`src/rtl/pwr_off_pkg.sv`:
```
package pwr_off_pkg;

  // ****************************************************************
  // Sizes
  // ****************************************************************
  localparam int NUM_REGS = 7;
  localparam int ORDER_W  = 3;
  localparam int DATA_W   = 32;
  localparam int ADDR_W   = 8;

  // ****************************************************************
  // Register indices (word addresses on the bus)
  // ****************************************************************
  // Regulator slots: 0 buck one, 1 buck two, 2 buck three, 3 linear one,
  // 4 linear two, 5 linear three, 6 memory reference.
  localparam logic [ADDR_W-1:0] BUCK_ONE_OFF_ORDER_IDX         = 8'h60;
  localparam logic [ADDR_W-1:0] BUCK_TWO_OFF_ORDER_IDX         = 8'h61;
  localparam logic [ADDR_W-1:0] LINEAR_REG_ONE_OFF_ORDER_IDX   = 8'h62;
  localparam logic [ADDR_W-1:0] LINEAR_REG_TWO_OFF_ORDER_IDX   = 8'h63;
  localparam logic [ADDR_W-1:0] LINEAR_REG_THREE_OFF_ORDER_IDX = 8'h64;
  localparam logic [ADDR_W-1:0] BUCK_THREE_OFF_ORDER_IDX       = 8'h65;
  localparam logic [ADDR_W-1:0] MEM_REFERENCE_OFF_ORDER_IDX    = 8'h66;
  localparam logic [ADDR_W-1:0] OFF_STATUS_IDX                 = 8'h70;

  localparam logic [ADDR_W-1:0] ORDER_IDX [NUM_REGS] = '{
    BUCK_ONE_OFF_ORDER_IDX, BUCK_TWO_OFF_ORDER_IDX, BUCK_THREE_OFF_ORDER_IDX,
    LINEAR_REG_ONE_OFF_ORDER_IDX, LINEAR_REG_TWO_OFF_ORDER_IDX,
    LINEAR_REG_THREE_OFF_ORDER_IDX, MEM_REFERENCE_OFF_ORDER_IDX};

  // ****************************************************************
  // Fields
  // ****************************************************************
  localparam int ORDER_LSB       = 0;
  localparam int STAT_BUSY_BIT   = 0;
  localparam int STAT_DONE_BIT   = 1;
  localparam int STAT_ENABLE_LSB = 8;
  localparam logic [DATA_W-1:0] READ_ZERO = 32'h0000_0000;

  // ****************************************************************
  // Timing
  // ****************************************************************
  localparam int CLK_FREQ_MHZ = 40;
  localparam int STEP_TIME_NS = 1000;
  localparam int STEP_CYCLES  = (STEP_TIME_NS * CLK_FREQ_MHZ) / 1000;

  typedef enum logic [1:0] {
    SEQ_IDLE = 2'b00,
    SEQ_RUN  = 2'b01,
    SEQ_DONE = 2'b10
  } seq_state_t;

endpackage

```
`src/rtl/regulator_power_down_order.sv`:
```
`timescale 1ns/1ps

module regulator_power_down_order #(
  parameter int STEP_CYCLES = pwr_off_pkg::STEP_CYCLES
) (
  input  wire logic                                             clk,
  input  wire logic                                             rstn,
  input  wire logic [pwr_off_pkg::ADDR_W-1:0]                   address,
  input  wire logic                                             read,
  input  wire logic                                             write,
  input  wire logic [pwr_off_pkg::DATA_W-1:0]                   writedata,
  output logic      [pwr_off_pkg::DATA_W-1:0]                   readdata,
  output logic                                                  waitrequest,
  input  wire logic [pwr_off_pkg::NUM_REGS*pwr_off_pkg::ORDER_W-1:0] fusedOrder,
  input  wire logic                                             systemOn,
  input  wire logic                                             shutdownReq,
  output logic      [pwr_off_pkg::NUM_REGS-1:0]                 regEnable,
  output logic                                                  shutdownBusy,
  output logic                                                  shutdownDone
);

  localparam int N  = pwr_off_pkg::NUM_REGS;
  localparam int OW = pwr_off_pkg::ORDER_W;
  localparam int CW = $clog2(STEP_CYCLES + 1);
  localparam logic [CW-1:0] STEP_LAST = CW'(STEP_CYCLES - 1);

  // ****************************************************************
  // Register bus
  // ****************************************************************
  logic [OW-1:0]                  orderQ [N];
  logic [OW-1:0]                  orderD [N];
  logic                           waitQ, waitD;
  logic [pwr_off_pkg::DATA_W-1:0] rdataQ, rdataD;
  logic                           writeTaken;
  logic [N-1:0]                   enQ, enD, hitMask;
  pwr_off_pkg::seq_state_t        stateQ, stateD;
  logic [CW-1:0]                  cntQ, cntD;
  logic                           busyD, doneD;
  logic                           stepFire;
  logic [OW-1:0]                  maxOrder;
  logic                           allZero;

  // Every request gets exactly one wait state; the write lands and the
  // read data is sampled at the edge where waitrequest is seen low.
  assign writeTaken = write && !waitQ;

  always_comb begin
    waitD  = 1'b1;
    rdataD = rdataQ;
    if ((read || write) && waitQ) begin
      waitD  = 1'b0;
      rdataD = pwr_off_pkg::READ_ZERO;
      for (int i = 0; i < N; i++) begin
        if (address == pwr_off_pkg::ORDER_IDX[i]) begin
          rdataD[pwr_off_pkg::ORDER_LSB +: OW] = orderQ[i];
        end
      end
      if (address == pwr_off_pkg::OFF_STATUS_IDX) begin
        rdataD[pwr_off_pkg::STAT_BUSY_BIT]         = shutdownBusy;
        rdataD[pwr_off_pkg::STAT_DONE_BIT]         = shutdownDone;
        rdataD[pwr_off_pkg::STAT_ENABLE_LSB +: N]  = enQ;
      end
    end
  end

  always_ff @(posedge clk) begin
    if (!rstn) begin
      waitQ  <= 1'b1;
      rdataQ <= pwr_off_pkg::READ_ZERO;
    end else begin
      waitQ  <= waitD;
      rdataQ <= rdataD;
    end
  end

  assign waitrequest = waitQ;
  assign readdata    = rdataQ;

  // ****************************************************************
  // Order fields and per-regulator step decisions
  // ****************************************************************
  generate
    for (genvar g = 0; g < N; g++) begin : gen_reg
      always_comb begin
        orderD[g] = orderQ[g];
        if (writeTaken && systemOn && address == pwr_off_pkg::ORDER_IDX[g]) begin
          orderD[g] = writedata[pwr_off_pkg::ORDER_LSB +: OW];
        end
      end

      always_ff @(posedge clk) begin
        if (!rstn) begin
          orderQ[g] <= fusedOrder[g*OW +: OW];
        end else begin
          orderQ[g] <= orderD[g];
        end
      end

      assign hitMask[g] = enQ[g] && (orderQ[g] == maxOrder);
    end
  endgenerate

  always_comb begin
    maxOrder = '0;
    allZero  = 1'b1;
    for (int i = 0; i < N; i++) begin
      if (enQ[i] && orderQ[i] > maxOrder) begin
        maxOrder = orderQ[i];
      end
      if (orderQ[i] != '0) begin
        allZero = 1'b0;
      end
    end
  end

  // ****************************************************************
  // Shutdown sequencer
  // ****************************************************************
  // The step divider only runs while sequencing, so the first step comes
  // one full step time after the request and the rest follow evenly.
  assign stepFire = (stateQ == pwr_off_pkg::SEQ_RUN) && (cntQ == STEP_LAST);

  always_comb begin
    stateD = stateQ;
    enD    = enQ;
    cntD   = cntQ;
    unique case (stateQ)
      pwr_off_pkg::SEQ_IDLE: begin
        if (shutdownReq) begin
          if (allZero) begin
            enD    = '0;
            stateD = pwr_off_pkg::SEQ_DONE;
          end else begin
            cntD   = '0;
            stateD = pwr_off_pkg::SEQ_RUN;
          end
        end
      end
      pwr_off_pkg::SEQ_RUN: begin
        cntD = (cntQ == STEP_LAST) ? '0 : cntQ + CW'(1);
        if (stepFire) begin
          enD = enQ & ~hitMask;
          if ((enQ & ~hitMask) == '0) begin
            stateD = pwr_off_pkg::SEQ_DONE;
          end
        end
      end
      pwr_off_pkg::SEQ_DONE: begin
        stateD = pwr_off_pkg::SEQ_DONE;
      end
      default: begin
        stateD = pwr_off_pkg::SEQ_IDLE;
      end
    endcase
    busyD = (stateD == pwr_off_pkg::SEQ_RUN);
    doneD = (stateD == pwr_off_pkg::SEQ_DONE);
  end

  // Regulators stay off once the sequence finishes; only reset restores them.
  always_ff @(posedge clk) begin
    if (!rstn) begin
      stateQ       <= pwr_off_pkg::SEQ_IDLE;
      enQ          <= '1;
      cntQ         <= '0;
      shutdownBusy <= 1'b0;
      shutdownDone <= 1'b0;
    end else begin
      stateQ       <= stateD;
      enQ          <= enD;
      cntQ         <= cntD;
      shutdownBusy <= busyD;
      shutdownDone <= doneD;
    end
  end

  assign regEnable = enQ;

  logic [N*OW-1:0] orderFlat;
  always_comb begin
    for (int i = 0; i < N; i++) begin
      orderFlat[i*OW +: OW] = orderQ[i];
    end
  end
endmodule

```
`config.mk`:
```
export PLATFORM = sky130hd
export DESIGN_NAME = regulator_power_down_order
export DESIGN_NICKNAME = d
export VERILOG_FILES = /design/src/rtl/pwr_off_pkg.sv /design/src/rtl/regulator_power_down_order.sv
export SDC_FILE = /design/constraint.sdc
export NUM_CORES = 1
export LEC_CHECK = 0
export ABC_AREA = 1
export BUFFER_PORTS_ARGS = -buffer_cell sky130_fd_sc_hd__buf_2
export CAP_MARGIN = 30
export CORE_MARGIN = 2
export CORE_UTILIZATION = 33
export CTS_CLUSTER_SIZE = 40
export DETAILED_ROUTE_END_ITERATION = 10
export HOLD_SLACK_MARGIN = 0.06
export PLACE_DENSITY_LB_ADDON = 0.08
export SYNTH_ARGS = -nofsm -noshare
export SYNTH_HDL_FRONTEND = slang
export SYNTH_SLANG_ARGS = --single-unit
```
`constraint.sdc`:
```
create_clock -name clk -period 12.4 [get_ports clk]
set_clock_uncertainty 0.2 [all_clocks]
set_input_delay 0.62 -clock clk [delete_from_list [all_inputs] [get_ports clk]]
set_output_delay 0.62 -clock clk [all_outputs]
set_load 0.01 [all_outputs]
```
## Word level (Yosys, flattened, before mapping)

Memories as Yosys holds them, arrays and structs flattened.
Index checks and enable logic that the tools add are counted.

- Output and inout port bits: 42
- Flip-flop bits (word level): 28
- Word-level logic and storage cells: 141
- Memories: 1
- Bits of input ports: 67
- Latch bits: 0
- RAM bits: 21
- Memory bits (read-only): 0

Memories:

| memory | depth | bits a word | rd ports | clocked after Yosys merged registers in | wr ports | line | text |
|---|---|---|---|---|---|---|---|
| orderQ | 7 | 3 | 7 | 0 | 7 | regulator_power_down_order.sv:30 | `logic [OW-1:0] orderQ [N];` |

- Order comparisons: 7
- $mul: 0
- Muxes and demuxes: 53
- Divide/modulo/power cells: 0
- Reduce and logical (&&, ||, !) cells: 39
- Shift-type cells: 0
- Bitwise gates (word level): 9
- Equal/unequal tests: 24
- $add $sub $neg: 1

Operators with widths:

| kind | count |
|---|---|
| $mux 3 | 28 |
| $eq 8x7->1 const B | 8 |
| $mux 7 | 4 |
| $logic_and 1x1->1 | 25 |
| $eq 3x3->1 | 7 |
| $reduce_bool 3->1 | 7 |
| $gt 3x3->1 | 6 |
| $mux 6 | 3 |
| $pmux 7 s2 | 1 |
| $pmux 6 s2 | 1 |
| $mux 1 | 10 |
| $mux 2 | 5 |
| $ne 2x2->1 const B | 4 |
| $and 7x7->7 | 1 |
| $logic_not 7->1 | 1 |
| $not 7->7 | 1 |
| $or 1x1->1 | 7 |
| $add 6x1->6 const B | 1 |
| $eq 6x6->1 const B | 1 |
| $pmux 2 s3 | 1 |
| $eq 2x1->1 const B | 2 |
| $eq 2x2->1 const B | 2 |
| $reduce_and 4->1 | 1 |
| $gt 3x1->1 const B | 1 |
| 5 further kinds | 5 |

## Longest topological paths before layout

An unclocked memory read counts as a cell.

- Depth in word-level cells: 31
- Depth in mapped cells: 59
- Gate-level depth less buffers: 59

## Worst setup path before layout

OpenSTA, ideal clock, no wires.

- Path kind: flip-flop to flip-flop
- From: register enQ[0], in the netlist regEnable[0]
- To: register shutdownBusy
- Arrival time: 7.368 ns
- Buffers on the path: 0
- Required time: 12.082 ns
- Setup time: 0.118 ns
- Slack: 4.714 ns
- Cell stages (with the launch flop): 53
- Clock period less this slack: 7.686 ns
- Path through: dfxtp_1 -> nand2_1 -> ha_1 -> nand3_1 -> nand2_1 -> inv_2 -> nand2_4 -> o21ai_0 -> ha_1 -> o21ai_0 -> nand3_2 -> nand3_2 -> nand2_2 -> o21ai_0 -> ha_1 -> or2_2 -> o22ai_1 -> inv_1 -> (+17 left out) -> or2_1 -> o21ai_1 -> inv_1 -> ha_1 -> nand2_1 -> o21ai_0 -> nand3_2 -> o21ai_2 -> xor2_1 -> o21bai_1 -> nor2_2 -> nand2_2 -> nand2_2 -> nand2_2 -> nor2_2 -> nand2_1 -> nand2_1 -> a21oi_1

- Longest elaborated chain between the ends: 29
- Elaborated cells on any way between the ends: 41
- Classes of those cells: 6 x order compare; 8 x eq/ne; 10 x mux; 2 x bitwise; 15 x reduce/logical

Ends and longest elaborated chain:

| element | line | text |
|---|---|---|
| start: declaration | regulator_power_down_order.sv:35 | `logic [N-1:0] enQ, enD, hitMask;` |
| start signal: assignment | regulator_power_down_order.sv:169 | `enQ <= enD;` |
| $logic_and 1x1->1 | regulator_power_down_order.sv:107 | `if (enQ[i] && orderQ[i] > maxOrder) begin` |
| $mux 3 | regulator_power_down_order.sv:107 |  |
| $gt 3x3->1 | regulator_power_down_order.sv:107 |  |
| $logic_and 1x1->1 | regulator_power_down_order.sv:107 |  |
| $mux 3 | regulator_power_down_order.sv:107 |  |
| $gt 3x3->1 | regulator_power_down_order.sv:107 |  |
| $logic_and 1x1->1 | regulator_power_down_order.sv:107 |  |
| $mux 3 | regulator_power_down_order.sv:107 |  |
| (+13 left out) | - |  |
| $logic_and 1x1->1 | regulator_power_down_order.sv:99 | `assign hitMask[g] = enQ[g] && (orderQ[g] == maxOrder);` |
| $not 7->7 | regulator_power_down_order.sv:143 | `if ((enQ & ~hitMask) == '0) begin` |
| $and 7x7->7 * | regulator_power_down_order.sv:143 |  |
| $logic_not 7->1 * | regulator_power_down_order.sv:143 |  |
| $mux 2 * | regulator_power_down_order.sv:143 |  |
| $mux 2 * | regulator_power_down_order.sv:141 | `if (stepFire) begin` |
| $pmux 2 s3 * | regulator_power_down_order.sv:127 | `unique case (stateQ)` |
| $eq 2x1->1 * | regulator_power_down_order.sv:155 | `busyD = (stateD == pwr_off_pkg::SEQ_RUN);` |
| end signal: assignment | regulator_power_down_order.sv:171 | `shutdownBusy <= busyD;` |
| end: declaration | regulator_power_down_order.sv:18 | `output logic shutdownBusy,` |

Mark *: on every way between the ends. The rest lies on a longest branch, timed or not.
A chain may end at the register's enable or synchronous reset.

## Worst setup path in the final report

- From: register enQ[0], in the netlist regEnable[0]
- To: register shutdownDone

- Longest elaborated chain between the ends: 29
- Elaborated cells on any way between the ends: 41
- Classes of those cells: 6 x order compare; 8 x eq/ne; 10 x mux; 2 x bitwise; 15 x reduce/logical

Ends and longest elaborated chain:

| element | line | text |
|---|---|---|
| $logic_and 1x1->1 | regulator_power_down_order.sv:107 |  |
| $mux 3 | regulator_power_down_order.sv:107 |  |
| $gt 3x3->1 | regulator_power_down_order.sv:107 |  |
| $logic_and 1x1->1 | regulator_power_down_order.sv:107 |  |
| $mux 3 | regulator_power_down_order.sv:107 |  |
| $gt 3x3->1 | regulator_power_down_order.sv:107 |  |
| $logic_and 1x1->1 | regulator_power_down_order.sv:107 |  |
| $mux 3 | regulator_power_down_order.sv:107 |  |
| (+13 left out) | - |  |
| $logic_and 1x1->1 | regulator_power_down_order.sv:99 |  |
| $not 7->7 | regulator_power_down_order.sv:143 |  |
| $and 7x7->7 * | regulator_power_down_order.sv:143 |  |
| $logic_not 7->1 * | regulator_power_down_order.sv:143 |  |
| $mux 2 * | regulator_power_down_order.sv:143 |  |
| $mux 2 * | regulator_power_down_order.sv:141 |  |
| $pmux 2 s3 * | regulator_power_down_order.sv:127 |  |
| $eq 2x2->1 * | regulator_power_down_order.sv:156 | `doneD = (stateD == pwr_off_pkg::SEQ_DONE);` |
| end signal: assignment | regulator_power_down_order.sv:172 | `shutdownDone <= doneD;` |
| end: declaration | regulator_power_down_order.sv:19 | `output logic shutdownDone` |

Marks and branches as above.

==> summary.md <==
| Metric | Value |
|---|---|
| Die footprint | `0.0119 mm^2` |
| End point of the critical path | `shutdownDone` |
| I/O pins | `between 100 and 150` |
| Max-Cap Viols | `0` |
| Crit path max-delay cell type | `dfxtp_1` |
| Total power | `0.827 mW` |
| DP HPWL | `8270 um` |
| Setup slack at placement | `3640 ps` |
| H-tree levels | `2` |
| Capture point of the worst reg-to-reg path | `shutdownDone` |
| Initial antenna violation count | `0` |
| CTS tree | `yes` |
| Hold Vio Cnt, Final | `0` |
| Synth warn | `0` |
| First-pass GRT wire length | `16700 um` |
| Top FF cell, synth | `dfxtp_1` |
| Dpl cell area | `0.00399 mm^2` |
| Die Ht | `roughly 110 um` |
| Final Max Slew Viols | `0` |
| Critical path launch point type | `flop` |
| Critical Path AT | `8830 ps` |
| Total GRT Usage | `0.182` |
| Fill count | `around 1200` |
| Seq. cell area | `0.00119 mm^2` |
| Family with the most delay on the worst path | `simple AND/OR/NAND/NOR gates` |
| Unrepaired setup endpoints after global routing | `false` |
| Post-route ant nets | `0` |
| Worst R2R Start | `regEnable[0]` |
| Core Box Area | `~0.011 mm^2` |
| Maximum vdd drop | `0.0882 mV` |
| Setup violators final | `0` |
| Most frequent cells in the layout | `nand2_1 (128), inv_1 (58), buf_2 (57)` |
| Die span in x | `around 110 um` |
| Pin count of the biggest net entering global routing | `34` |
| Total gr overflow | `0` |
| Critical Path Source | `regEnable[0]` |
| Worst-Skew Late Latency | `310 ps` |
| Pwr dens | `202 mW/mm^2` |
| WHS | `268 ps` |
| Initial core utilization | `0.337` |
| Vias in the first global route | `3276` |
| Footprint of the multi-input gates | `0.00210 mm^2` |
| # diodes | `0` |
| Static Leak | `2.01 nW` |
| Via count | `3409` |
| Drt wl/cell | `14.5 um` |
| CTS Sinks | `49` |
| Critical path endpoint category | `flop` |
| Clock buffer depth | `2` |
| Sequential area share after synthesis | `0.328` |
| Post-synthesis cell count | `507` |
| Worst reg-to-reg path cell count | `51` |
| Rows | `38` |
| Iter 0 DRT Violations | `190` |
| Status | `complete, no violations` |
| Final core utilization | `0.380` |
| Gates resized, CTS repair | `0` |
| Fmax | `~110 MHz` |
| Crit Path Max Fanout | `8` |
| Period minus WS final | `just under 9000 ps` |
| Layout area overhead | `12.7%` |
| Worst Hold Class | `flop to flop` |
| Clk slew on worst S/H paths | `90 ps` |
| DRT Pass-1 Iters | `7` |
| Placed Cells | `697` |
| Reg2reg setup slack | `between 3000 and 4000 ps` |
| Max-slew headroom | `0.333` |
| Crit Path Class | `flop to flop` |
| Global placement routability congestion | `0.853` |
| CTS Hold Buffers Added | `0` |
| Worst path max stage delay | `510 ps` |
| EDFF count, synth | `21` |
| Fin worst setup slack | `3610 ps` |
| Via/cell ratio | `~4.8` |
| Share of layout cells above drive strength 1 | `0.212` |
| Post-Layout Cell Count | `705` |
| Synth Cell Area | `0.00364 mm^2` |
| Root buffer cell | `clkbuf_8` |
| Worst path depth | `51` |
| Worst-Margin Slew | `999 ps` |
| #FFs+latches synth | `49` |
| Part of the cycle the worst path needs | `0.709` |
| CP Buf/Inv Count | `7` |
| Design area | `around 0.0041 mm^2` |
| Routed WL | `a little over 10000 um` |
| CTS buffer count | `5` |
| Worst path required time | `12440 ps` |
| Total negative setup slack | `0 ps` |
| DRC viols | `0` |
| Setup Fix Bufs, Post-CTS | `0` |
| Post-layout net count | `644` |
| Async SR Flop Fraction | `0` |
| Library cells used by synthesis | `42` |
| Commonest non-fill, non-tap cell in the layout | `nand2_1` |
| Syn Area/Cell | `between 7 and 8 um^2` |
| I/O Buffers | `57` |
## worst min-delay path: stages (launching register included)
cell and delay (ps):
dfxtp_1 320, nand2_1 60, a21oi_1 60
## flip-flops by register name, summed over array words and instances, names as in the netlist
signal	count
orderQ	21
readdata	10
regEnable	7
cntQ	6
stateQ	2
shutdownBusy	1
shutdownDone	1
waitrequest	1
## worst min-delay path by stage
stage	from	end	slack [ps]	cells after the start
after floorplan	cntQ[4]	cntQ[4]	250	1
after CTS	readdata[2]	readdata[2]	270	2
after global routing	readdata[2]	readdata[2]	290	2
after detailed placement	readdata[2]	readdata[2]	260	2
final	readdata[2]	readdata[2]	270	2
after global placement	readdata[2]	readdata[2]	260	2
## layer usage
metal	GRT usage	up-vias	share of wire
met4	0.0650	0	0.020
li1	-	1761	-
met2	0.284	123	0.44
met1	0.250	1513	0.47
met3	0.0359	12	0.068
met5	0	-	0
## report_power, final
part	switching, mW	internal, mW
registers	0.0168	0.182
logic	0.338	0.174
clock network	0.0556	0.0610
## layout make-up
cell class | instances | share of cell area
Multi-Input combinational cell | 388 | 0.512
Clock inverter | 2 | 0.00946
Timing Repair Buffer | 57 | 0.0696
Inverter | 63 | 0.0580
Sequential cell | 49 | 0.291
Tap cell | 140 | 0.0427
Clock buffer | 6 | 0.0177
## cells by family after synthesis
kind of cell / share of synthesized area
AOI/OAI and AO/OA: 0.138
xor gates and xnor gates: 0.0189
adders and majority gates: 0.0447
buffers and inverters: 0.117
DFF: 0.328
other: 0.00103
and+or+nand+nor: 0.353
## synth_stat cells, types with 2 or more instances
| cell | instances | area, um^2 |
|---|---|---|
| clkbuf_1 | 5 | 18.8 |
| nand2_4 | 5 | 56.3 |
| o21ai_1 | 2 | 10.0 |
| nand2_1 | 128 | 480 |
| dfxtp_1 | 28 | 561 |
| nand3_2 | 17 | 170 |
| nand4_1 | 3 | 18.8 |
| inv_1 | 58 | 218 |
| edfxtp_1 | 21 | 631 |
| o21ai_2 | 2 | 17.5 |
| nor4_1 | 5 | 31.3 |
| o21ai_0 | 33 | 165 |
| o21a_1 | 2 | 15.0 |
| o21bai_1 | 2 | 15.0 |
| nor3_1 | 6 | 30.0 |
| nand3b_1 | 2 | 15.0 |
| a21oi_1 | 31 | 155 |
| ha_1 | 13 | 163 |
| nor2_2 | 2 | 12.5 |
| inv_2 | 4 | 15.0 |
| xor2_1 | 5 | 43.8 |
| or2_2 | 3 | 18.8 |
| nand3_1 | 48 | 240 |
| o22ai_1 | 3 | 18.8 |
| nand2_2 | 16 | 100 |
| buf_4 | 22 | 165 |
| o221ai_1 | 4 | 35.0 |
| nor2_1 | 21 | 78.8 |
| a21oi_2 | 3 | 26.3 |
Note: power is estimated with default switching activity, not from simulation.
